<file path="src/rtl/ppl_map.svh">
// ppl_map.svh: register addresses, patch block layout and field positions
// for the patch loader. Definitions only; included by bare name.
`ifndef PPL_MAP_SVH
`define PPL_MAP_SVH

// model register addresses
`define PPL_TRIG_ADDR    32'h0000_0079
`define PPL_SIG_ADDR     32'h0000_008B

// patch block layout, in bytes
`define PPL_BLOCK_BYTES  32'h0000_0800
`define PPL_HDR_BYTES    32'h0000_0030
`define PPL_REV_OFS      32'h0000_0004
// distance from the data start back to the header revision field
`define PPL_REV_BACK     (`PPL_HDR_BYTES - `PPL_REV_OFS)

// word counts and the byte step from one word to the next
`define PPL_DATA_WORDS   9'h1F4
`define PPL_ONE_WORD     9'h001
`define PPL_WORD_STEP    32'h0000_0004

// signature layout: revision sits in the upper half
`define PPL_SIG_REV_MSB  63
`define PPL_SIG_REV_LSB  32

`endif

</file>
<file path="src/rtl/ppl_pkg.sv">
// ppl_pkg: types shared by the patch loader files.
// assumes ppl_map.svh supplies the numeric constants.
package ppl_pkg;

    typedef enum logic [1:0] {
        PPL_IDLE,
        PPL_PRIME,
        PPL_STREAM
    } ppl_state_e;

    // one model register access from the core, at most one of wr/rd set
    typedef struct packed {
        logic        wr;
        logic        rd;
        logic [31:0] addr;
        logic [63:0] wdata;
    } ppl_mreg_req_s;

    // one patch data word handed to the microcode store
    typedef struct packed {
        logic        valid;
        logic [8:0]  index;
        logic [31:0] data;
    } ppl_ucode_wr_s;

endpackage : ppl_pkg

</file>
<file path="src/rtl/ppl_align.sv">
// ppl_align: picks a 32-bit word that starts at any byte of the lower of two
// consecutive aligned memory words (little-endian byte order).
// assumes lo_word is the lower-addressed word; purely combinational.
`timescale 1ns/1ps
`default_nettype none

module ppl_align (
    // words
    input  wire logic [31:0] i_lo_word,
    input  wire logic [31:0] i_hi_word,
    // byte offset of the wanted word inside i_lo_word
    input  wire logic [1:0]  i_byte_ofs,
    // result
    output logic      [31:0] o_word
);

    logic [63:0] pair;

    always_comb begin
        pair = {i_hi_word, i_lo_word};
        case (i_byte_ofs)
            2'h0:    o_word = pair[31:0];
            2'h1:    o_word = pair[39:8];
            2'h2:    o_word = pair[47:16];
            2'h3:    o_word = pair[55:24];
            default: o_word = pair[31:0];
        endcase
    end

endmodule : ppl_align

`default_nettype wire

</file>
<file path="src/rtl/ppl_sig.sv">
// ppl_sig: the 64-bit patch revision signature register.
// assumes the core writes it through the model register port and pulses
// the identification query; only hard reset or a software write of zero clears it.
`timescale 1ns/1ps
`default_nettype none

`include "ppl_map.svh"

module ppl_sig (
    // clock and reset
    input  wire logic        i_clock,
    input  wire logic        i_rst,
    // software write
    input  wire logic        i_wr,
    input  wire logic [63:0] i_wdata,
    // identification query and active patch state
    input  wire logic        i_query,
    input  wire logic        i_active,
    input  wire logic [31:0] i_rev,
    // register value
    output logic      [63:0] o_sig
);

    logic [63:0] sig_r;
    logic [63:0] sig_nxt;

    always_comb begin
        sig_nxt = sig_r;
        if (i_wr) begin
            sig_nxt = i_wdata;
        end
        // a query in the same cycle as a write lands last
        if (i_query && i_active) begin
            sig_nxt = '0;
            sig_nxt[`PPL_SIG_REV_MSB:`PPL_SIG_REV_LSB] = i_rev;
        end
    end

    always_ff @(posedge i_clock or posedge i_rst) begin
        if (i_rst) begin
            sig_r <= 64'h0000_0000_0000_0000;
        end else begin
            sig_r <= sig_nxt;
        end
    end

    assign o_sig = sig_r;

endmodule : ppl_sig

`default_nettype wire

</file>
<file path="src/rtl/ppl_loader.sv">
// ppl_loader: processor-side patch loader. A write to the trigger model
// register fetches a patch block from memory, hands the data words to the
// microcode store and makes the header revision the active one.
// assumes a one-request-at-a-time memory read port with a one-cycle ack,
// and that i_rst is the hard reset while i_soft_init is the INIT event.
//
// Notes on behaviour
// - trigger write loads the patch whose data starts at the written address
// - patch data may start at any byte address
// - hard reset discards the patch and its revision
// - soft init keeps the applied patch and its signature, except on the last data ack, where the new patch applies
// - loading the same patch again has no extra effect
// - identification query writes the active revision into the signature
// - with no patch active the query leaves the signature unchanged
// - signature upper half holds the header revision of the loaded patch
// - reading the signature never disturbs the active patch
// - no loaded patch counts as revision zero
// - a patch block is 2048 bytes: 48-byte header then data
// - header revision is the 4-byte field at byte offset 4
`timescale 1ns/1ps
`default_nettype none

`include "ppl_map.svh"

module ppl_loader
    import ppl_pkg::*;
(
    // clock and hard reset
    input  wire logic          i_clock,
    input  wire logic          i_rst,
    // soft initialization event
    input  wire logic          i_soft_init,
    // model register port and identification query
    input  wire ppl_mreg_req_s i_mreg,
    input  wire logic          i_ident_query,
    output logic               o_mreg_rvalid,
    output logic      [63:0]   o_mreg_rdata,
    output logic               o_mreg_fault,
    // memory read port, word-aligned byte addresses
    output logic               o_mem_req,
    output logic      [31:0]   o_mem_addr,
    input  wire logic          i_mem_ack,
    input  wire logic [31:0]   i_mem_rdata,
    // microcode store and status
    output ppl_ucode_wr_s      o_ucode_wr,
    output logic               o_busy,
    output logic               o_patch_active,
    output logic      [31:0]   o_patch_rev
);

    ppl_state_e    state_r,   state_nxt;
    logic          job_data_r, job_data_nxt;
    logic [31:0]   base_r,    base_nxt;
    logic [31:0]   addr_r,    addr_nxt;
    logic [1:0]    ofs_r,     ofs_nxt;
    logic [8:0]    left_r,    left_nxt;
    logic [31:0]   prev_r,    prev_nxt;
    logic [31:0]   hdr_rev_r, hdr_rev_nxt;
    logic          req_r,     req_nxt;
    ppl_ucode_wr_s ucode_r,   ucode_nxt;
    logic          active_r,  active_nxt;
    logic [31:0]   rev_r,     rev_nxt;
    logic          busy_r,    busy_nxt;
    logic          rvalid_r,  rvalid_nxt;
    logic [63:0]   rdata_r,   rdata_nxt;
    logic          fault_r,   fault_nxt;

    logic          trig_hit;
    logic          sig_hit;
    logic          sig_wr;
    logic [31:0]   rev_start;
    logic [31:0]   aligned_word;
    logic [63:0]   sig_val;

    assign trig_hit = i_mreg.addr == `PPL_TRIG_ADDR;
    assign sig_hit  = i_mreg.addr == `PPL_SIG_ADDR;
    assign sig_wr   = i_mreg.wr && sig_hit;
    // header revision field lies 44 bytes before the data start
    // taken straight from the written word so the next-state logic
    // does not read back its own output
    assign rev_start = i_mreg.wdata[31:0] - `PPL_REV_BACK;

    ppl_align u_align (
        .i_lo_word  (prev_r),
        .i_hi_word  (i_mem_rdata),
        .i_byte_ofs (ofs_r),
        .o_word     (aligned_word)
    );

    ppl_sig u_sig (
        .i_clock  (i_clock),
        .i_rst    (i_rst),
        .i_wr     (sig_wr),
        .i_wdata  (i_mreg.wdata),
        .i_query  (i_ident_query),
        .i_active (active_r),
        .i_rev    (rev_r),
        .o_sig    (sig_val)
    );

    // register port answers
    always_comb begin
        rvalid_nxt = 1'b0;
        rdata_nxt  = rdata_r;
        fault_nxt  = 1'b0;
        if (i_mreg.rd) begin
            rvalid_nxt = 1'b1;
            if (sig_hit) begin
                // a read only samples, nothing else changes
                rdata_nxt = sig_val;
            end else begin
                // the trigger is write-only; other addresses are not ours
                rdata_nxt = 64'h0000_0000_0000_0000;
                fault_nxt = 1'b1;
            end
        end else if (i_mreg.wr && !trig_hit && !sig_hit) begin
            fault_nxt = 1'b1;
        end
    end

    // fetch sequence: revision word first, then the data words
    always_comb begin
        state_nxt    = state_r;
        job_data_nxt = job_data_r;
        base_nxt     = base_r;
        addr_nxt     = addr_r;
        ofs_nxt      = ofs_r;
        left_nxt     = left_r;
        prev_nxt     = prev_r;
        hdr_rev_nxt  = hdr_rev_r;
        req_nxt      = req_r;
        active_nxt   = active_r;
        rev_nxt      = rev_r;
        ucode_nxt    = '0;
        case (state_r)
            PPL_IDLE: begin
                // only the low word of the written value is the address
                if (i_mreg.wr && trig_hit) begin
                    base_nxt     = i_mreg.wdata[31:0];
                    addr_nxt     = {rev_start[31:2], 2'h0};
                    ofs_nxt      = rev_start[1:0];
                    left_nxt     = `PPL_ONE_WORD;
                    job_data_nxt = 1'b0;
                    req_nxt      = 1'b1;
                    state_nxt    = PPL_PRIME;
                end
            end
            PPL_PRIME: begin
                if (i_mem_ack) begin
                    prev_nxt  = i_mem_rdata;
                    addr_nxt  = addr_r + `PPL_WORD_STEP;
                    state_nxt = PPL_STREAM;
                end
            end
            PPL_STREAM: begin
                if (i_mem_ack) begin
                    prev_nxt = i_mem_rdata;
                    addr_nxt = addr_r + `PPL_WORD_STEP;
                    left_nxt = left_r - `PPL_ONE_WORD;
                    if (job_data_r) begin
                        ucode_nxt.valid = 1'b1;
                        ucode_nxt.index = `PPL_DATA_WORDS - left_r;
                        ucode_nxt.data  = aligned_word;
                    end else begin
                        hdr_rev_nxt = aligned_word;
                    end
                    if (left_r == `PPL_ONE_WORD) begin
                        if (!job_data_r) begin
                            addr_nxt     = {base_r[31:2], 2'h0};
                            ofs_nxt      = base_r[1:0];
                            left_nxt     = `PPL_DATA_WORDS;
                            job_data_nxt = 1'b1;
                            state_nxt    = PPL_PRIME;
                        end else begin
                            // rewriting the same words and revision is
                            // harmless, so a repeat load changes nothing
                            active_nxt = 1'b1;
                            rev_nxt    = hdr_rev_r;
                            req_nxt    = 1'b0;
                            state_nxt  = PPL_IDLE;
                        end
                    end
                end
            end
            default: begin
                req_nxt   = 1'b0;
                state_nxt = PPL_IDLE;
            end
        endcase
        // INIT keeps what was applied and drops an unfinished fetch, except on the last data ack: the patch applies without that store write
        if (i_soft_init) begin
            req_nxt   = 1'b0;
            state_nxt = PPL_IDLE;
            ucode_nxt = '0;
        end
        busy_nxt = state_nxt != PPL_IDLE;
    end

    // hard reset returns to unpatched, revision zero
    always_ff @(posedge i_clock or posedge i_rst) begin
        if (i_rst) begin
            state_r    <= PPL_IDLE;
            job_data_r <= 1'b0;
            base_r     <= 32'h0000_0000;
            addr_r     <= 32'h0000_0000;
            ofs_r      <= 2'h0;
            left_r     <= 9'h000;
            prev_r     <= 32'h0000_0000;
            hdr_rev_r  <= 32'h0000_0000;
            req_r      <= 1'b0;
            ucode_r    <= '0;
            active_r   <= 1'b0;
            rev_r      <= 32'h0000_0000;
            busy_r     <= 1'b0;
            rvalid_r   <= 1'b0;
            rdata_r    <= 64'h0000_0000_0000_0000;
            fault_r    <= 1'b0;
        end else begin
            state_r    <= state_nxt;
            job_data_r <= job_data_nxt;
            base_r     <= base_nxt;
            addr_r     <= addr_nxt;
            ofs_r      <= ofs_nxt;
            left_r     <= left_nxt;
            prev_r     <= prev_nxt;
            hdr_rev_r  <= hdr_rev_nxt;
            req_r      <= req_nxt;
            ucode_r    <= ucode_nxt;
            active_r   <= active_nxt;
            rev_r      <= rev_nxt;
            busy_r     <= busy_nxt;
            rvalid_r   <= rvalid_nxt;
            rdata_r    <= rdata_nxt;
            fault_r    <= fault_nxt;
        end
    end

    assign o_mreg_rvalid  = rvalid_r;
    assign o_mreg_rdata   = rdata_r;
    assign o_mreg_fault   = fault_r;
    assign o_mem_req      = req_r;
    assign o_mem_addr     = addr_r;
    assign o_ucode_wr     = ucode_r;
    assign o_busy         = busy_r;
    assign o_patch_active = active_r;
    assign o_patch_rev    = rev_r;

endmodule : ppl_loader

`default_nettype wire

</file>
<file path="config.mk">
export PLATFORM = sky130hd
export DESIGN_NAME = ppl_loader
export DESIGN_NICKNAME = d
export VERILOG_FILES = /design/src/rtl/ppl_pkg.sv /design/src/rtl/ppl_align.sv /design/src/rtl/ppl_sig.sv /design/src/rtl/ppl_loader.sv
export VERILOG_INCLUDE_DIRS = /design/src /design/src/rtl
export SDC_FILE = /design/constraint.sdc
export NUM_CORES = 1
export LEC_CHECK = 0
export ABC_AREA = 0
export BUFFER_PORTS_ARGS = -buffer_cell sky130_fd_sc_hd__buf_2
export CORE_MARGIN = 2
export CORE_UTILIZATION = 50
export CTS_CLUSTER_SIZE = 40
export DETAILED_ROUTE_END_ITERATION = 12
export GPL_TIMING_DRIVEN = 0
export PLACE_DENSITY = 0.76
export SLEW_MARGIN = 10
export SYNTH_ARGS = -nofsm -noshare
export SYNTH_HDL_FRONTEND = slang
export SYNTH_SLANG_ARGS = --single-unit
</file>
<file path="constraint.sdc">
create_clock -name i_clock -period 10.54 [get_ports i_clock]
set_clock_uncertainty 0.1 [all_clocks]
set_input_delay 1.581 -clock i_clock [delete_from_list [all_inputs] [get_ports i_clock]]
set_output_delay 1.581 -clock i_clock [all_outputs]
set_load 0.02 [all_outputs]
</file>
==> implementation parameters <==
Parameter                              Value

STA
  Setup Total Neg Slack    0 ps
  Total count of hold-check failures in the final report    0
  Final number of max-transition violations    0
  Portion of the clock cycle consumed by the worst path in the final layout    40.3%
  Setup slack after layout    6290 ps
  Slew at the pin with the worst max-slew slack    1200 ps
  Final critical-path required period    4250 ps
  Max transition margin    19.1%
  Setup violation total in the final timing report    0
  Max frequency    235 MHz
  Setup repair after global routing missed its margin    no

Critical path
  CP startpoint kind    primary input
  Worst path required time    10800 ps
  Critical R2R Capture    o_mem_addr[7]$_DFFE_PP0P_
  Worst reg2reg startpoint    state_r[1]$_DFF_PP0_
  Reg2Reg Setup Slack    7410 ps
  Worst Setup EP    o_mem_addr[24]$_DFFE_PP0P_
  Number of cells on the worst reg-to-reg path    7
  Worst Path Arrival    4510 ps
  Critical path peak fanout    10
  Crit path from    i_mreg[66]
  Endpoint type of the worst setup path    flop
  Setup Crit Path Kind    primary input to flop

Pwr
  Leakage component of the power    9.37 nW
  Max IR drop VDD    92.9 uV
  Proportion of power drawn by combinational gates    4.5%
  Power dissipated by switching net loads    0.000608 W
  Power density over cell area    139 nW/um2
  Clock share of power    46.2%
  Cell internal pwr    0.00211 W
  Sequential Power Share    49.3%
  Sw Share    22.3%

Yosys
  Number of enable flip-flop cells after synthesis    0
  Number of instances in the synthesized netlist    1669
  Syn_area_per_cell    9.70 um2
  Async set or reset register ratio after synthesis    100%
  Netlist Area Pre-Place    16200 um2
  Proportion of synthesized chip area in sequential cells    53.6%
  Number of warnings issued by yosys    0
  Dominant register cell in the synthesized netlist    sky130_fd_sc_hd__dfrtp_1
  Cell variety after synth    68
  Total of flip-flops plus latches after synthesis    347

Global route
  Global routing usage on met2    44.3%
  Total grt overflow    0
  First-pass GRT wire length    78.9 mm
  Largest net degree at the start of global routing    40
  Layer with the highest usage after global routing    met1
  Via count of the first global-routing pass    13836
  Initial antenna violation count    3
  Overall routing resource usage    30.4%
  Met1 global-route usage    44.6%
  Global-route track usage on met3    6.79%

Clocking
  Number of buffers inserted during clock tree synthesis    38
  Buffer levels on the longest clock path    3
  Clk_lat worst skew    520 ps
  Clock Root Buffer    sky130_fd_sc_hd__clkbuf_16
  Total number of clock tree sinks    347
  Post-CTS clock slew at the launch and capture registers of the worst setup and hold paths    60 ps
  CTS H-tree depth    2
  Number of setup buffers added after CTS    0
  Number of buffers inserted for hold repair after clock tree synthesis    0
  CTS tree    done
  Number of gates resized after cts    0

Place
  Final RePlAce weighted congestion    0.965
  Worst slack at placement    5860 ps
  IO Port Bufs    306
  Placed cell count    2387
  Area post-placement    18400 um2
  HPWL reported at the end of detailed placement    38.3 mm

Die
  Row count    65
  Area of the die    33800 um2
  Effective utilization at floorplan    51.1%
  Die outline width    184 um
  Vertical extent of the die    184 um
  Boundary pin count    310
  Placeable core region    31700 um2

Layout
  Area growth, synth to finish    20.9%
  Final instance area    19600 um2
  Number of nets in the finished design    2168
  Fraction of final layout cells with drive strength greater than 1    25.0%
  Final cell count without fillers    2450
  Fill count    2715

Drt
  Antenna-violating nets left    0
  Routed length per placed instance    21.2 um
  Overall routed net length    51.8 mm
  Vias after detailed routing    14266
  Number of vias per cell after detailed routing    5.82
  Starting DRC count in detailed routing    1500
  DRC    0
  Pre-antenna DRT Iters    5

Status
  Outcome    complete, no violations

Worst hold path
  Worst min-delay path class    flop to flop
  Hold path depth    2
  Startpoint of the most critical hold path    hdr_rev_r[28]$_DFFE_PP0P_

Job
  Count of maximum capacitance violations    0
registers in the layout, summed over array words and instances, names as in the netlist, 2 cells and up:
register      cells
u_sig.o_sig      64
left_r            9
ofs_r             2
o_mreg_rdata     64
base_r           32
hdr_rev_r        32
state_r           2
o_mem_addr       30
prev_r           32
o_ucode_wr       42
o_patch_rev      32
area by class of cell:
cell class	instances	area (um2)	share of cell area (%)
Sequential cell	347	8680	44.3
Multi-Input combinational cell	1129	6760	34.5
Timing Repair Buffer	315	1710	8.74
Clock buffer	54	1080	5.52
Tap cell	402	503	2.57
Buffer	108	430	2.20
Inverter	86	327	1.67
Clock inverter	7	76.3	0.390
Antenna cell	2	5.00	0.0256
worst min path at each step:
stage,slack [ps],endpoint
floorplan,350,hdr_rev_r[0]$_DFFE_PP0P_
global placement,360,hdr_rev_r[22]$_DFFE_PP0P_
detailed placement,370,o_mreg_rdata[37]$_DFFE_PP0P_
CTS,380,o_mreg_rdata[37]$_DFFE_PP0P_
global route,400,o_mreg_rdata[13]$_DFFE_PP0P_
finish,380,hdr_rev_r[28]$_DFFE_PP0P_
critical path, stage by stage:
cell	delay [ps]
sky130_fd_sc_hd__buf_2	90
sky130_fd_sc_hd__nor4bb_1	290
sky130_fd_sc_hd__nand4_1	420
sky130_fd_sc_hd__o41ai_4	690
sky130_fd_sc_hd__nand2_1	320
sky130_fd_sc_hd__clkbuf_1	370
sky130_fd_sc_hd__clkbuf_1	450
sky130_fd_sc_hd__nand2_1	160
sky130_fd_sc_hd__o21ai_0	130
Yosys cell counts, types with 7 or more instances:
cell type	n	share of area (%)
sky130_fd_sc_hd__a21oi_1	87	2.7
sky130_fd_sc_hd__a221oi_1	7	0.38
sky130_fd_sc_hd__a31oi_1	39	1.5
sky130_fd_sc_hd__a32o_1	7	0.43
sky130_fd_sc_hd__buf_1	12	0.28
sky130_fd_sc_hd__buf_2	8	0.25
sky130_fd_sc_hd__clkbuf_1	84	1.9
sky130_fd_sc_hd__dfrtp_1	347	54
sky130_fd_sc_hd__ha_1	8	0.62
sky130_fd_sc_hd__inv_1	86	2.0
sky130_fd_sc_hd__mux2_2	113	7.9
sky130_fd_sc_hd__mux2i_1	36	2.2
sky130_fd_sc_hd__nand2_1	304	7.0
sky130_fd_sc_hd__nand3_1	25	0.77
sky130_fd_sc_hd__nand4_1	17	0.66
sky130_fd_sc_hd__nor2_1	130	3.0
sky130_fd_sc_hd__nor3_1	21	0.65
sky130_fd_sc_hd__nor4_1	16	0.62
sky130_fd_sc_hd__o21ai_0	151	4.7
sky130_fd_sc_hd__o31ai_1	12	0.56
sky130_fd_sc_hd__or3_1	10	0.39
sky130_fd_sc_hd__xnor2_1	18	0.97
sky130_fd_sc_hd__xor2_1	13	0.70
cells by family after synthesis:
group	share of synthesized area (%)
simple gates	15.9
mux	10.1
xor+xnor	1.68
flops	53.6
buf+inv	4.65
other cells	0.0232
fa+ha+maj	0.618
compound gates	13.5
metal layers:
metal	share of wire, %	wire length [um]
met3	9.3	4810
met5	0.039	20
met4	3.1	1620
met1	44	23000
met2	43	22400
through the flow:
step / hold WS (ps) / util, % / power (W)
6_report: 377 / 61.7 / 0.00272
5_1_grt: 399 / 61.7 / 0.00281
4_1_cts: 380 / 61.7 / 0.00274
3_5_place_dp: 365 / 58.1 / 0.00149
3_3_place_gp: 358 / 57.5 / 0.00148
2_1_floorplan: 346 / - / 0.00142
power groups by stage:
stage	combinational, W	sequential (W)	clock [W]
6_report	0.000123	0.00134	0.00126
3_3_place_gp	0.000112	0.00137	0
2_1_floorplan	0.0000486	0.00137	0
5_1_grt	0.000135	0.00134	0.00133
3_5_place_dp	0.000122	0.00136	0
4_1_cts	0.000123	0.00134	0.00127
cell usage in the layout, fill, tap and decap left out, types with 6 or more instances in the layout:
master / netlist / layout
sky130_fd_sc_hd__inv_1: 86 / 85
sky130_fd_sc_hd__and2_1: 6 / 6
sky130_fd_sc_hd__nand2_1: 304 / 304
sky130_fd_sc_hd__xor2_1: 13 / 13
sky130_fd_sc_hd__a221oi_1: 7 / 7
sky130_fd_sc_hd__buf_1: 12 / 12
sky130_fd_sc_hd__clkbuf_8: 0 / 7
sky130_fd_sc_hd__and3_1: 6 / 6
sky130_fd_sc_hd__clkbuf_16: 0 / 38
sky130_fd_sc_hd__clkbuf_1: 84 / 93
sky130_fd_sc_hd__o21ai_0: 151 / 151
sky130_fd_sc_hd__mux2_2: 113 / 113
sky130_fd_sc_hd__a31o_1: 6 / 6
sky130_fd_sc_hd__mux2i_1: 36 / 36
sky130_fd_sc_hd__nand4_1: 17 / 17
sky130_fd_sc_hd__buf_2: 8 / 314
sky130_fd_sc_hd__a21oi_1: 87 / 87
sky130_fd_sc_hd__nor4_1: 16 / 16
sky130_fd_sc_hd__a32o_1: 7 / 7
sky130_fd_sc_hd__buf_12: 0 / 9
sky130_fd_sc_hd__nand3_1: 25 / 25
sky130_fd_sc_hd__dfrtp_1: 347 / 347
sky130_fd_sc_hd__ha_1: 8 / 8
sky130_fd_sc_hd__a31oi_1: 39 / 39
sky130_fd_sc_hd__nor2_1: 130 / 130
sky130_fd_sc_hd__nor2b_1: 6 / 6
sky130_fd_sc_hd__or3_1: 10 / 10
sky130_fd_sc_hd__xnor2_1: 18 / 18
sky130_fd_sc_hd__o31ai_1: 12 / 12
sky130_fd_sc_hd__nor3_1: 21 / 21
No activity file was read; power rests on OpenSTA's default activity.
